==> src/common/apbd_pkg.sv <==
// Constants and types for the ATA pass-through command block decoder.
// Assumes a 32-bit APB master and a taskfile engine on the same clock that answers each request with an ack.
package apbd_pkg;
	// Register byte addresses.
	localparam logic [7:0] REG_CMD0 = 8'h00;
	localparam logic [7:0] REG_CMD1 = 8'h04;
	localparam logic [7:0] REG_CMD2 = 8'h08;
	localparam logic [7:0] REG_CMD3 = 8'h0C;
	localparam logic [7:0] REG_CTRL = 8'h10;
	localparam logic [7:0] REG_STATUS = 8'h14;
	localparam logic [7:0] REG_RB0 = 8'h18;
	localparam logic [7:0] REG_RB1 = 8'h1C;
	// Control and status field positions.
	localparam int CTRL_START = 0;
	localparam int ST_BUSY = 0;
	localparam int ST_DONE = 1;
	localparam int ST_FAIL = 2;
	localparam int ST_EXT = 3;
	localparam int ST_SECTORS = 16;
	// Command block byte positions.
	localparam int BYTE_SIG_HI = 0;
	localparam int BYTE_SIG_LO = 1;
	localparam int BYTE_SUB = 1;
	localparam int BYTE_ACTION = 2;
	localparam int BYTE_SELECT = 3;
	localparam int BYTE_COUNT = 4;
	localparam logic [3:0] BYTE_WDATA = 4'h5;
	localparam int BYTE_RSV = 13;
	localparam int RSV_BYTES = 3;
	// Action bits.
	localparam int ACT_READBACK = 0;
	localparam int ACT_LATE = 1;
	localparam int ACT_SKIP = 2;
	// Codes and values.
	localparam logic [7:0] SUB_STD = 8'h24;
	localparam logic [8:0] SECTORS_ZERO = 9'h100;
	localparam logic [2:0] IDX_ALT = 3'h0;
	localparam logic [2:0] IDX_DEVICE = 3'h6;
	localparam logic [2:0] IDX_COMMAND = 3'h7;
	localparam int BUSY_BIT = 7;
	localparam logic [31:0] RESET_WORD = 32'h0000_0000;

	typedef enum logic [1:0] {PH_IDLE, PH_POLL, PH_ACCESS} apbd_phase_type;

	// One taskfile request: held until the engine acks it.
	typedef struct packed {
		logic req;
		logic write;
		logic [2:0] index;
		logic [7:0] wdata;
	} apbd_tf_cmd_type;

	typedef struct packed {
		apbd_phase_type phase;
		logic [3:0] step;
		logic [127:0] blk;
		logic [63:0] rb;
		logic busy;
		logic done;
		logic fail;
		logic ext;
		logic [8:0] sectors;
		apbd_tf_cmd_type tf;
	} apbd_state_type;
endpackage

==> src/hdl/apbd_decoder.sv <==
// Pass-through command block decoder: APB registers in, taskfile requests out.
// Assumes the taskfile engine runs on CORE_CLK and acks each held request once.
//
// The APB interface to the registers and the register addresses were left to the implementer.
module apbd_decoder #(
	parameter logic [15:0] EXT_SIG = 16'hA55A
) (
	// Clock and reset.
	input wire logic CORE_CLK,
	input wire logic ARST_N,
	// APB slave.
	input wire logic PSEL,
	input wire logic PENABLE,
	input wire logic PWRITE,
	input wire logic [7:0] PADDR,
	input wire logic [31:0] PWDATA,
	output logic [31:0] PRDATA,
	output logic PREADY,
	output logic PSLVERR,
	// Taskfile engine.
	output apbd_pkg::apbd_tf_cmd_type TF_CMD,
	input wire logic TF_ACK,
	input wire logic [7:0] TF_RDATA
);
	import apbd_pkg::*;

	apbd_state_type s;
	apbd_state_type n;
	logic ext_hit;
	logic chk_fail;
	logic [8:0] chk_sectors;
	logic apb_wr;
	logic start;
	logic mapped;
	logic [7:0] sel;
	logic [7:0] act;
	logic [63:0] sel_mask;

	// Extended signature value is arbitrary and only used to tell the block types apart.
	apbd_check #(
		.EXT_SIG(EXT_SIG)
	) u_check (
		.blk(s.blk),
		.ext_hit(ext_hit),
		.fail(chk_fail),
		.sectors(chk_sectors)
	);

	assign sel = s.blk[8*BYTE_SELECT +: 8];
	assign act = s.blk[8*BYTE_ACTION +: 8];
	assign apb_wr = PSEL && PENABLE && PWRITE;
	assign start = apb_wr && (PADDR == REG_CTRL) && PWDATA[CTRL_START] && !s.busy;

	genvar g;
	generate
		for (g = 0; g < 8; g = g + 1) begin : g_mask
			assign sel_mask[8*g +: 8] = {8{sel[g]}};
		end
	endgenerate

	// Accesses ascend from select bit 0, so device select already precedes the command.
	// The late bit only swaps the last two positions to put device select behind the command.
	function automatic logic [2:0] order(input logic [2:0] pos, input logic late);
		logic [2:0] idx;
		idx = pos;
		if (late) begin
			if (pos == IDX_DEVICE)
				idx = IDX_COMMAND;
			else if (pos == IDX_COMMAND)
				idx = IDX_DEVICE;
		end
		return idx;
	endfunction

	function automatic logic [7:0] wbyte(input logic [127:0] blk, input logic [2:0] idx);
		logic [3:0] bi;
		bi = BYTE_WDATA + {1'b0, idx};
		return blk[{bi, 3'b000} +: 8];
	endfunction

	always_comb begin
		logic [2:0] idx;
		idx = order(s.step[2:0], act[ACT_LATE]);
		n = s;
		// The block cannot change under a running command.
		if (apb_wr && !s.busy) begin
			unique case (PADDR)
				REG_CMD0: n.blk[31:0] = PWDATA;
				REG_CMD1: n.blk[63:32] = PWDATA;
				REG_CMD2: n.blk[95:64] = PWDATA;
				REG_CMD3: n.blk[127:96] = PWDATA;
				default: ;
			endcase
		end
		unique case (s.phase)
			PH_IDLE: begin
				if (start) begin
					n.rb = 64'h0;
					n.done = 1'b0;
					n.fail = 1'b0;
					n.ext = ext_hit;
					n.step = 4'h0;
					n.sectors = chk_sectors;
					if (chk_fail) begin
						n.done = 1'b1;
						n.fail = 1'b1;
					end else begin
						n.busy = 1'b1;
						n.phase = act[ACT_SKIP] ? PH_ACCESS : PH_POLL;
					end
				end
			end
			PH_POLL: begin
				if (!s.tf.req) begin
					n.tf.req = 1'b1;
					n.tf.write = 1'b0;
					n.tf.index = IDX_ALT;
				end else if (TF_ACK) begin
					n.tf.req = 1'b0;
					if (!TF_RDATA[BUSY_BIT])
						n.phase = PH_ACCESS;
				end
			end
			PH_ACCESS: begin
				if (s.step[3]) begin
					n.phase = PH_IDLE;
					n.busy = 1'b0;
					n.done = 1'b1;
				end else if (!s.tf.req) begin
					if (sel[idx]) begin
						n.tf.req = 1'b1;
						n.tf.write = !act[ACT_READBACK];
						n.tf.index = idx;
						n.tf.wdata = wbyte(s.blk, idx);
					end else begin
						n.step = s.step + 4'h1;
					end
				end else if (TF_ACK) begin
					n.tf.req = 1'b0;
					n.step = s.step + 4'h1;
					if (!s.tf.write)
						n.rb[{s.tf.index, 3'b000} +: 8] = TF_RDATA;
				end
			end
			default: n.phase = PH_IDLE;
		endcase
	end

	always_ff @(posedge CORE_CLK or negedge ARST_N) begin
		if (!ARST_N)
			s <= '0;
		else
			s <= n;
	end

	assign TF_CMD = s.tf;

	// Reads come straight from the registers; no wait states are ever inserted.
	always_comb begin
		mapped = 1'b1;
		PRDATA = RESET_WORD;
		unique case (PADDR)
			REG_CMD0: PRDATA = s.blk[31:0];
			REG_CMD1: PRDATA = s.blk[63:32];
			REG_CMD2: PRDATA = s.blk[95:64];
			REG_CMD3: PRDATA = s.blk[127:96];
			REG_CTRL: PRDATA = RESET_WORD;
			REG_STATUS: begin
				PRDATA[ST_BUSY] = s.busy;
				PRDATA[ST_DONE] = s.done;
				PRDATA[ST_FAIL] = s.fail;
				PRDATA[ST_EXT] = s.ext;
				PRDATA[ST_SECTORS +: 9] = s.sectors;
			end
			REG_RB0: PRDATA = s.rb[31:0];
			REG_RB1: PRDATA = s.rb[63:32];
			default: mapped = 1'b0;
		endcase
	end

	assign PREADY = 1'b1;
	assign PSLVERR = PSEL && PENABLE && !mapped;

	property p_bad_count;
		@(posedge CORE_CLK) disable iff (!ARST_N)
		(start && !$onehot0(s.blk[8*BYTE_COUNT +: 8])) |=> (s.done && s.fail && !s.busy);
	endproperty
	a_bad_count: assert property (p_bad_count) else $error("illegal block count accepted");

	property p_zero_count;
		@(posedge CORE_CLK) disable iff (!ARST_N)
		(start && s.blk[8*BYTE_COUNT +: 8] == 8'h00) |=> (s.sectors == 9'h100);
	endproperty
	a_zero_count: assert property (p_zero_count) else $error("zero count not 256 sectors");

	property p_ext_not_run;
		@(posedge CORE_CLK) disable iff (!ARST_N)
		(start && {s.blk[7:0], s.blk[15:8]} == EXT_SIG) |=> (s.ext && s.fail) ##1 !s.tf.req;
	endproperty
	a_ext_not_run: assert property (p_ext_not_run) else $error("extended block was executed");

	property p_reserved;
		@(posedge CORE_CLK) disable iff (!ARST_N)
		(start && s.blk[127:104] != 24'h00_0000) |=> (s.fail && !s.busy);
	endproperty
	a_reserved: assert property (p_reserved) else $error("nonzero reserved bytes accepted");

	property p_unselected_zero;
		@(posedge CORE_CLK) disable iff (!ARST_N)
		s.busy |-> ((s.rb & ~sel_mask) == 64'h0);
	endproperty
	a_unselected_zero: assert property (p_unselected_zero) else $error("unselected readback byte nonzero");

	property p_select_gate;
		@(posedge CORE_CLK) disable iff (!ARST_N)
		(s.tf.req && s.phase == PH_ACCESS) |-> sel[s.tf.index];
	endproperty
	a_select_gate: assert property (p_select_gate) else $error("access to unselected register");

	property p_write_map;
		@(posedge CORE_CLK) disable iff (!ARST_N)
		(s.tf.req && s.tf.write) |-> (s.tf.wdata == wbyte(s.blk, s.tf.index));
	endproperty
	a_write_map: assert property (p_write_map) else $error("write byte taken from wrong position");

	property p_readback_no_write;
		@(posedge CORE_CLK) disable iff (!ARST_N)
		(s.tf.req && act[ACT_READBACK]) |-> !s.tf.write;
	endproperty
	a_readback_no_write: assert property (p_readback_no_write) else $error("write during readback only");

	property p_poll_first;
		@(posedge CORE_CLK) disable iff (!ARST_N)
		(start && !chk_fail && !act[ACT_SKIP]) |-> ##2 (s.tf.req && !s.tf.write && s.tf.index == IDX_ALT);
	endproperty
	a_poll_first: assert property (p_poll_first) else $error("alternate status not polled first");

	c_readback: cover property (@(posedge CORE_CLK) disable iff (!ARST_N) $rose(s.done) && act[ACT_READBACK] && !s.fail);
	c_write: cover property (@(posedge CORE_CLK) disable iff (!ARST_N) $rose(s.done) && !act[ACT_READBACK] && !s.fail);
	c_fail: cover property (@(posedge CORE_CLK) disable iff (!ARST_N) $rose(s.fail));
	c_poll_busy: cover property (@(posedge CORE_CLK) disable iff (!ARST_N)
		s.phase == PH_POLL && TF_ACK && TF_RDATA[BUSY_BIT]);
endmodule

==> src/hdl/apbd_check.sv <==
// Validity check of a command block held as 16 bytes, byte 0 in the low bits.
// Assumes the block is stable while its verdict is used.
module apbd_check #(
	parameter logic [15:0] EXT_SIG = 16'hA55A
) (
	// Command block.
	input wire logic [127:0] blk,
	// Verdict.
	output logic ext_hit,
	output logic fail,
	output logic [8:0] sectors
);
	import apbd_pkg::*;

	logic [7:0] cnt;
	logic legal;
	logic rsv_clear;

	assign cnt = blk[8*BYTE_COUNT +: 8];
	// Zero or a single set bit: 0, 1, 2, 4 ... 128.
	assign legal = (cnt == 8'h00) || $onehot(cnt);
	assign sectors = (cnt == 8'h00) ? SECTORS_ZERO : {1'b0, cnt};
	assign rsv_clear = (blk[8*BYTE_RSV +: 8*RSV_BYTES] == 24'h00_0000);
	// The extended block is recognised only by its signature and is not run here.
	assign ext_hit = ({blk[8*BYTE_SIG_HI +: 8], blk[8*BYTE_SIG_LO +: 8]} == EXT_SIG);
	assign fail = ext_hit || (blk[8*BYTE_SUB +: 8] != SUB_STD) || !rsv_clear || !legal;
endmodule

==> config.mk <==
export PLATFORM = sky130hd
export DESIGN_NAME = apbd_decoder
export DESIGN_NICKNAME = d
export VERILOG_FILES = /design/src/common/apbd_pkg.sv /design/src/hdl/apbd_decoder.sv /design/src/hdl/apbd_check.sv
export SDC_FILE = /design/constraint.sdc
export NUM_CORES = 1
export LEC_CHECK = 0
export BUFFER_PORTS_ARGS = -buffer_cell sky130_fd_sc_hd__clkbuf_2
export CAP_MARGIN = 30
export CELL_PAD_IN_SITES_DETAIL_PLACEMENT = 0
export CELL_PAD_IN_SITES_GLOBAL_PLACEMENT = 1
export CORE_MARGIN = 2
export CORE_UTILIZATION = 42
export DETAILED_ROUTE_END_ITERATION = 8
export HOLD_SLACK_MARGIN = 0.06
export PLACE_DENSITY = 0.7
export SYNTH_ARGS = -nofsm -noshare
export SYNTH_HDL_FRONTEND = slang
export SYNTH_HIERARCHICAL = 1
export SYNTH_SLANG_ARGS = --single-unit
==> constraint.sdc <==
create_clock -name CORE_CLK -period 4.9 [get_ports CORE_CLK]
set_input_delay 1.225 -clock CORE_CLK [delete_from_list [all_inputs] [get_ports CORE_CLK]]
set_output_delay 1.225 -clock CORE_CLK [all_outputs]
set_load 0.1 [all_outputs]
==> run_results.csv, run 1 <==
group,metric,value,unit
sta,rsz0062_at_grt,"false",
worst_setup_path,cp.arrival,3110,ps
drt,first_pass_iters,6,
die,die_x,167,um
clock_network,clockRootBuffer,"clkbuf_16",
drt,met3_length,2490,um
worst_setup_path,worst-setup-path-type,"in2out",
power_and_ir_drop,combPwrFrac,0.039,
synthesis,yosysSeqAreaShare,0.505,
synthesis,syn-num-nets,984,
synthesis,ys_async_sr_fraction,1.00,
drt,wl,35400,um
finish,seqCellArea,5610,um2
clock_network,tritoncts,"built",
power_and_ir_drop,power_frac_clock,0.478,
power_and_ir_drop,total_power,3.90,mW
worst_setup_path,path_max_fanout,32,
clock_network,cts_buffer_depth,3,
drt,vias,8260,
finish,n_antenna_cell,0,
finish,drive_above_1_share,0.233,
drt,wl_per_cell,26.6,um
run_status,status,"complete, no violations",
die,ios,101,
power_and_ir_drop,share_seq_of_total_power,0.483,
die,initial_core_util,0.427,
place,dp_hpwl,23200,um
drt,ant_nets,0,
die,die-height,167,um
drt,wl_met2,16000,um
clock_network,insertion_delay,520,ps
clock_network,cts_hold_buf,0,
clock_network,cts_resized,0,
synthesis,syn_area,11100,um2
sta,slew_viol_final,0,
sta,setup_violations,0,
drt,first_iter_violations,896,
clock_network,cts_sinks,224,
synthesis,ys.flop_type,"dfrtp_1",
worst_setup_path,crit_required,3670,ps
place,io_buffer_count,99,
sta,hold_violations,0,
finish,post-route-util,0.507,
finish,multiInputGateArea,5020,um2
place,routabilityCongestion,0.829,
finish,synthToLayoutAreaGrowth,18.6,%
finish,fin_nets,1050,
sta,worst_pin_slew,1020,ps
clock_network,cts_buffers,25,
clock_network,clk_pin_slew,60,ps
synthesis,ys_types,72,
die,fp-row-count,59,
finish,fillCellCount,2313,
synthesis,yosys_warnings,6,
die,floorplan.die_area,27700,um2
clock_network,htree_levels,1,
die,core,26000,um2
global_route,grt_overflow,0,
sta,finClkSkew,6.64,ps
worst_setup_path,crit_slowest_cell,"nor3b_2",
synthesis,syn_avg_cell_area,12.1,um2
clock_network,post-cts-setup-buffers,0,
synthesis,ys_ff_latch,224,
power_and_ir_drop,p_sw,891,uW
power_and_ir_drop,switching_share,0.229,
synthesis,post_synth_inst_count,917,
power_and_ir_drop,total_leakage_power,6.17,nW
global_route,grt_use_total,0.256,
sta,slew_headroom,0.316,
power_and_ir_drop,p_int,3.00,mW
sta,max_clock_freq,0.231,GHz
drt,route.detailed.drc,0,
worst_setup_path,crit_path_start_kind,"input pin",
synthesis,synth_edf_count,0,
sta,period_share,0.884,
worst_setup_path,crit_chain,"clkbuf_2 > nor4_4 > nand3_1 > nor3b_2 > buf_12 > a22oi_1 > nand3_1 > buf_12",
drt,viasPerCell,6.19,
power_and_ir_drop,powerDensity,296,nW/um2
worst_setup_path,worst_path_largest_cell_delay,340,ps
worst_setup_path,end_kind,"primary output",
global_route,grt_max_degree,115,
sta,setup_tns,0,ps
drt,routed.top_layer,"met4",
global_route,antenna_found_initial,0,
global_route,grt_pass1_wl,54100,um
run,cap_viol_max_count,0,
global_route,grt_pass1_vias,8414,
drt,m1WireLength,15900,um
power_and_ir_drop,ir_drop,0.179,mV
sta,period_needed,4330,ps
worst_hold_path,hold_path.class,"reg2reg",
==> worst paths after layout <==
check                              start  cells after the start        end  slack [ps]
worst min-delay path               s[20]                      2      s[20]         480
worst max-delay path            PADDR[5]                      8  PRDATA[8]         570
worst max register to register    s[123]                     14     s[223]         570
max in group asynchronous         ARST_N                      2      s[33]        3150
min in group asynchronous         ARST_N                      1      s[24]         770
worst min register to register     s[20]                      2      s[20]         480
==> layer usage <==
layer  vias up  GRT usage
met5         -          0
met4         0     0.0817
met3        65     0.0504
met2       346      0.393
met1      4269      0.368
li1       3580          -
==> state kept, by name (all words and copies together) (netlist names) <==
register  cells
TF_CMD       13
act           8
s           203
==> Yosys cell counts (3+ instances only) <==
cell type  number  area [um2]
buf_1           9        33.8
a21oi_1        21         105
a22oi_1        84         631
nor2_2          3        18.8
clkbuf_1       32         120
o2111ai_1       3        26.3
a22o_1         64         561
ha_1            9         113
nand3_1        48         240
nand2b_1        5        31.3
mux2_2         30         338
buf_2           8        40.0
dfrtp_1       224        5610
mux4_2          8         180
mux2i_1        35         350
nor3b_1         4        30.0
inv_1          22        82.6
buf_6           5        56.3
a222oi_1       13         130
and3_1          5        31.3
inv_2           3        11.3
o21ai_0        11        55.1
fa_1            4        80.1
buf_4          23         173
nor3_1          9        45.0
nand2_4         6        67.6
nor2_1         21        78.8
mux2_1         98        1100
nor4_1          7        43.8
nand2_1        49         184
==> kinds of logic after synthesis <==
logic type / synth area share
DFF: 0.505
AOI/OAI and AO/OA: 0.154
and+or+nand+nor: 0.0980
muxes: 0.178
buffers and inverters: 0.0475
adders and majority gates: 0.0174
other: 0.000338
xor gates and xnor gates: 0.000789
==> critical path, delay by kind of cell <==
kind	cells	cell delay [ps]
AOI/OAI and AO/OA	1	110
and+or+nand+nor	4	1180
buffers and inverters	3	570
==> metrics by stage <==
step	setup WS, ps	instances	hold WS (ps)	area (um2)
floorplan	329	917	441	11100
global placement	591	1291	460	12400
detailed placement	572	1291	462	12400
CTS	559	1335	477	13200
global route	276	1335	496	13200
finish	568	1335	478	13200
==> cell usage in the layout, fill, tap and decap left out, types with 6 or more instances in the layout <==
master	Yosys	routed
dfrtp_1	224	224
mux2_1	98	98
a22oi_1	84	84
clkbuf_2	0	66
a22o_1	64	64
nand2_1	49	49
nand3_1	48	48
buf_12	0	40
mux2i_1	35	35
mux2_2	30	30
clkbuf_16	0	25
inv_1	22	22
a21oi_1	21	21
nor2_1	21	20
a222oi_1	13	13
o21ai_0	11	11
buf_4	23	10
ha_1	9	9
clkinv_2	0	9
mux4_2	8	8
nor3_1	9	7
nor4_1	7	7
nand2_4	6	6
==> area by class of cell <==
cell class	instances	area share
flip-flops and latches	224	0.426
multi-input cells	590	0.381
clock inverters	12	0.00855
well taps	335	0.0318
clock buffers	32	0.0526
inverters	25	0.00713
repair buffers	117	0.0927
==> power by group through the flow <==
stage	sequential (mW)	clock, mW	combinational (mW)
4_1_cts	1.88	1.88	0.152
3_3_place_gp	1.92	0	0.150
6_report	1.88	1.86	0.150
3_5_place_dp	1.92	0	0.152
2_1_floorplan	1.91	0	0.0506
5_1_grt	1.88	1.97	0.165
Power figures use the tool's default switching activity.
==> run 2, diff against run 1 <==
--- a/config.mk
+++ b/config.mk
@@ -9,7 +9,7 @@
 export CAP_MARGIN = 30
 export CELL_PAD_IN_SITES_DETAIL_PLACEMENT = 0
 export CELL_PAD_IN_SITES_GLOBAL_PLACEMENT = 1
-export CORE_MARGIN = 2
+export CORE_MARGIN = 5
 export CORE_UTILIZATION = 42
 export DETAILED_ROUTE_END_ITERATION = 8
 export HOLD_SLACK_MARGIN = 0.06
==> run_results.csv, run 2 (synthesis gave the netlist of run 1 again) <==
group,metric,value,unit
finish,post-route-util,0.510,
worst_setup_path,crit_slowest_cell,"nand3_1",
sta,setup_tns,0,ps
clock_network,post-cts-setup-buffers,0,
worst_setup_path,crit_required,3670,ps
drt,first_iter_violations,905,
finish,layout_common_cells,"dfrtp_1, mux2_1, a22oi_1, clkbuf_2, a22o_1",
die,core,26100,um2
worst_setup_path,end_kind,"primary output",
global_route,grt_overflow,0,
sta,setup_violations,0,
sta,slew_viol_final,0,
clock_network,htree_levels,1,
finish,fillCellCount,2317,
place,io_buffer_count,99,
drt,wl_per_cell,26.7,um
worst_hold_path,hold_path.class,"reg2reg",
power_and_ir_drop,total_leakage_power,6.24,nW
die,die-height,173,um
sta,hold_ws,483,ps
drt,first_pass_iters,5,
clock_network,insertion_delay,540,ps
drt,route.detailed.drc,0,
clock_network,tritoncts,"built",
worst_setup_path,cp.arrival,3120,ps
power_and_ir_drop,powerDensity,306,nW/um2
worst_setup_path,path_max_fanout,32,
finish,largest-register,"s",
die,floorplan.die_area,29800,um2
global_route,grt_max_degree,122,
place,routabilityCongestion,0.851,
global_route,grt_use_total,0.234,
die,ios,101,
sta,worst_pin_slew,998,ps
clock_network,cts_buffer_depth,3,
sta,period_share,0.887,
global_route,grt_pass1_vias,8434,
place,dp_hpwl,24100,um
finish,final_common_cell,"dfrtp_1",
finish,drive_above_1_share,0.239,
drt,wl,35800,um
clock_network,clockRootBuffer,"clkbuf_16",
clock_network,cts_buffers,26,
drt,vias,8469,
drt,viasPerCell,6.31,
sta,period_needed,4350,ps
global_route,antenna_found_initial,0,
sta,rsz0062_at_grt,"false",
finish,largest_reg_flops,203,
drt,ant_nets,0,
run_status,status,"complete, no violations",
sta,slew_headroom,0.335,
sta,max_clock_freq,0.230,GHz
die,initial_core_util,0.426,
clock_network,cts_sinks,224,
worst_setup_path,crit_chain,"clkbuf_2 > nor4_4 > nand3_1 > nor3b_2 > buf_12 > a22oi_1 > nand3_1 > buf_12",
sta,finClkSkew,20.9,ps
clock_network,cts_hold_buf,0,
sta,hold_violations,0,
finish,synthToLayoutAreaGrowth,19.6,%
die,die_x,173,um
worst_setup_path,worst-setup-path-type,"in2out",
clock_network,cts_resized,0,
global_route,grt_pass1_wl,55000,um
die,fp-row-count,59,
worst_setup_path,crit_path_start_kind,"input pin",
power_and_ir_drop,ir_drop,0.299,mV
finish,fin_nets,1055,
finish,n_antenna_cell,0,
worst_setup_path,worst_path_largest_cell_delay,340,ps
clock_network,clk_pin_slew,50,ps
run,cap_viol_max_count,0,
run 2: cell count changes in the layout (fill, tap and decap cells not counted), sizes merged:
cell | before | now
buf | 51 | 55
clkinv | 9 | 6
clkbuf | 98 | 105
run 2: final timing paths:
path | slack (ps) | cells after the start | from | end
worst min-delay path | 480 | 2 | s[19] | s[19]
worst max-delay path | 550 | 8 | PADDR[5] | PRDATA[10]
worst min register to register | 480 | 2 | s[19] | s[19]
worst max register to register | 570 | 14 | s[122] | s[223]
max in group asynchronous | 3120 | 2 | ARST_N | s[92]
min in group asynchronous | 770 | 1 | ARST_N | s[24]
run 2: area by class of cell:
type / count / area (um2) / share of cell area
Multi-Input combinational cell: 590 / 5020 / 0.378
Inverter: 25 / 93.8 / 0.00707
Clock inverter: 9 / 109 / 0.00820
Tap cell: 335 / 419 / 0.0316
Timing Repair Buffer: 121 / 1230 / 0.0923
Clock buffer: 39 / 810 / 0.0610
Sequential cell: 224 / 5610 / 0.422
run 2: critical path, delay by kind of cell:
family	cells	cell delay, ps
AND/OR/NAND/NOR	4	1210
buffers and inverters	3	570
AO/OA/AOI/OAI	1	90
run 2: metal layers:
layer / vias up / part of all wire / global-route usage
li1: 3596 / - / -
met1: 4427 / 0.45 / 0.344
met2: 391 / 0.45 / 0.361
met3: 55 / 0.075 / 0.0452
met4: 0 / 0.022 / 0.0555
met5: - / 0 / 0
run 2: power breakdown:
part / switching, mW / internal [mW]
combinational: 0.106 / 0.0412
sequential: 0.0182 / 1.87
clock: 0.794 / 1.24
run 2: metrics by stage:
stage               cell area [um2]  power, mW  instances  setup slack, ps
finish                        13300       4.07       1343              554
detailed placement            12400       2.07       1295              556
global route                  13300       4.18       1343              365
CTS                           13300       4.09       1343              550
floorplan                     11100       1.96        917              329
global placement              12400       2.07       1295              585
==> run 3, diff against run 2 <==
--- a/config.mk
+++ b/config.mk
@@ -5,15 +5,16 @@
 export SDC_FILE = /design/constraint.sdc
 export NUM_CORES = 1
 export LEC_CHECK = 0
-export BUFFER_PORTS_ARGS = -buffer_cell sky130_fd_sc_hd__clkbuf_2
 export CAP_MARGIN = 30
 export CELL_PAD_IN_SITES_DETAIL_PLACEMENT = 0
 export CELL_PAD_IN_SITES_GLOBAL_PLACEMENT = 1
+export CORE_ASPECT_RATIO = 1.75
 export CORE_MARGIN = 5
 export CORE_UTILIZATION = 42
 export DETAILED_ROUTE_END_ITERATION = 8
+export DONT_BUFFER_PORTS = 1
 export HOLD_SLACK_MARGIN = 0.06
-export PLACE_DENSITY = 0.7
+export PLACE_DENSITY = 0.77
 export SYNTH_ARGS = -nofsm -noshare
 export SYNTH_HDL_FRONTEND = slang
 export SYNTH_HIERARCHICAL = 1
==> run_results.csv, run 3 (synthesis gave the netlist of run 1 again) <==
group,metric,value,unit
drt,first_iter_violations,991,
clock_network,clk_pin_slew,60,ps
finish,fillCellCount,2305,
drt,viasPerCell,6.49,
sta,max_clock_freq,0.230,GHz
drt,wl,35600,um
worst_setup_path,cp-endpoint,"s[223]",
global_route,grt_overflow,0,
place,dp_hpwl,24400,um
finish,largest-register,"s",
sta,rsz0062_at_grt,"false",
run,cap_viol_max_count,0,
finish,synthToLayoutAreaGrowth,14.4,%
finish,largest_reg_flops,203,
finish,final_common_cell,"dfrtp_1",
clock_network,insertion_delay,510,ps
finish,layout_common_cells,"dfrtp_1, mux2_1, a22oi_1, a22o_1, nand2_1",
place,io_buffer_count,0,
clock_network,cts_sinks,224,
place,routabilityCongestion,0.839,
place,place_area,12000,um2
finish,n_antenna_cell,0,
worst_setup_path,rr_endpoint,"s[223]",
die,floorplan.die_area,29900,um2
sta,hold_violations,0,
clock_network,tritoncts,"built",
drt,vias,8095,
sta,slew_viol_final,0,
sta,setup_tns,0,ps
place,post-place-cells,1212,
sta,finClkSkew,9.61,ps
drt,wl_per_cell,28.6,um
sta,setup_violations,0,
drt,first_pass_iters,9,
die,fp-row-count,78,
drt,ant_nets,0,
clock_network,cts_resized,0,
die,core,26100,um2
worst_setup_path,worst-setup-path-type,"reg2reg",
global_route,antenna_found_initial,0,
worst_setup_path,r2r_setup_slack,540,ps
finish,seqCellArea,5610,um2
power_and_ir_drop,ir_drop,0.185,mV
global_route,grt_pass1_vias,8500,
drt,route.detailed.drc,0,
worst_setup_path,end_kind,"flop",
global_route,grt_use_total,0.237,
finish,multiInputGateArea,5020,um2
power_and_ir_drop,total_leakage_power,5.84,nW
die,initial_core_util,0.426,
clock_network,cts_buffer_depth,3,
sta,hold_ws,426,ps
clock_network,cts_buffers,20,
finish,fin_nets,981,
worst_setup_path,rr_worst_depth,14,
power_and_ir_drop,powerDensity,287,nW/um2
sta,worst_pin_slew,1010,ps
die,die-height,225,um
die,ios,101,
worst_setup_path,path_max_fanout,4,
finish,drive_above_1_share,0.176,
clock_network,cts_hold_buf,0,
worst_setup_path,r2r_start,"s[123]",
power_and_ir_drop,total_power,3.65,mW
finish,design_area,12700,um2
clock_network,clockRootBuffer,"clkbuf_16",
clock_network,htree_levels,1,
finish,finalNonFillerCells,1248,
global_route,grt_pass1_wl,53800,um
worst_hold_path,hold_path.class,"in2async",
worst_setup_path,crit_required,5330,ps
sta,period_needed,4360,ps
sta,slew_headroom,0.327,
worst_setup_path,crit_path_start_kind,"flop",
sta,period_share,0.889,
global_route,grt_max_degree,225,
run_status,status,"complete, no violations",
clock_network,post-cts-setup-buffers,0,
worst_setup_path,cp.arrival,4780,ps
worst_setup_path,startpoint,"s[123]",
die,die_x,133,um
## run 3: cell type report
cell class	instances	area share
Clock buffer	27	0.0463
Timing Repair Buffer	53	0.0688
Tap cell	320	0.0315
Inverter	25	0.00739
Multi-Input combinational cell	590	0.395
Sequential cell	224	0.441
Clock inverter	9	0.00946
## run 3: worst max-delay path, cell delays in order (launching register included)
cell and delay [ps]:
dfrtp_1 390, inv_1 210, fa_1 480, fa_1 520, fa_1 410, inv_1 70
ha_1 160, inv_1 60, fa_1 470, nand2_1 70, a2111oi_0 350, o311ai_1 300
nor3_1 480, a22oi_1 150, o21ai_0 170
## run 3: through the flow
step / util / worst slack, ps
after floorplan: - / 329
after CTS: 0.487 / 569
after global placement: 0.460 / 666
final: 0.487 / 544
after global routing: 0.487 / 333
after detailed placement: 0.460 / 586
## run 3: worst min path at each step
stage	slack, ps	end	cells after the start	from
6_report	430	s[123]	0	ARST_N
5_1_grt	400	act[0]	0	ARST_N
2_1_floorplan	440	TF_CMD[11]	1	act[0]
3_5_place_dp	470	s[19]	2	s[19]
3_3_place_gp	460	s[18]	2	s[18]
4_1_cts	400	act[0]	0	ARST_N
## run 3: power breakdown
part / internal (mW) / switching, mW
Clock: 1.00 / 0.711
Sequential: 1.86 / 0.0181
Combinational: 0.0239 / 0.0298
Total: 2.89 / 0.758
## run 3: per-layer routing
layer | global-route usage | routed length (um)
met5 | 0 | 0
met4 | 0.121 | 1830
met3 | 0.0467 | 2710
met2 | 0.417 | 18300
met1 | 0.272 | 12800
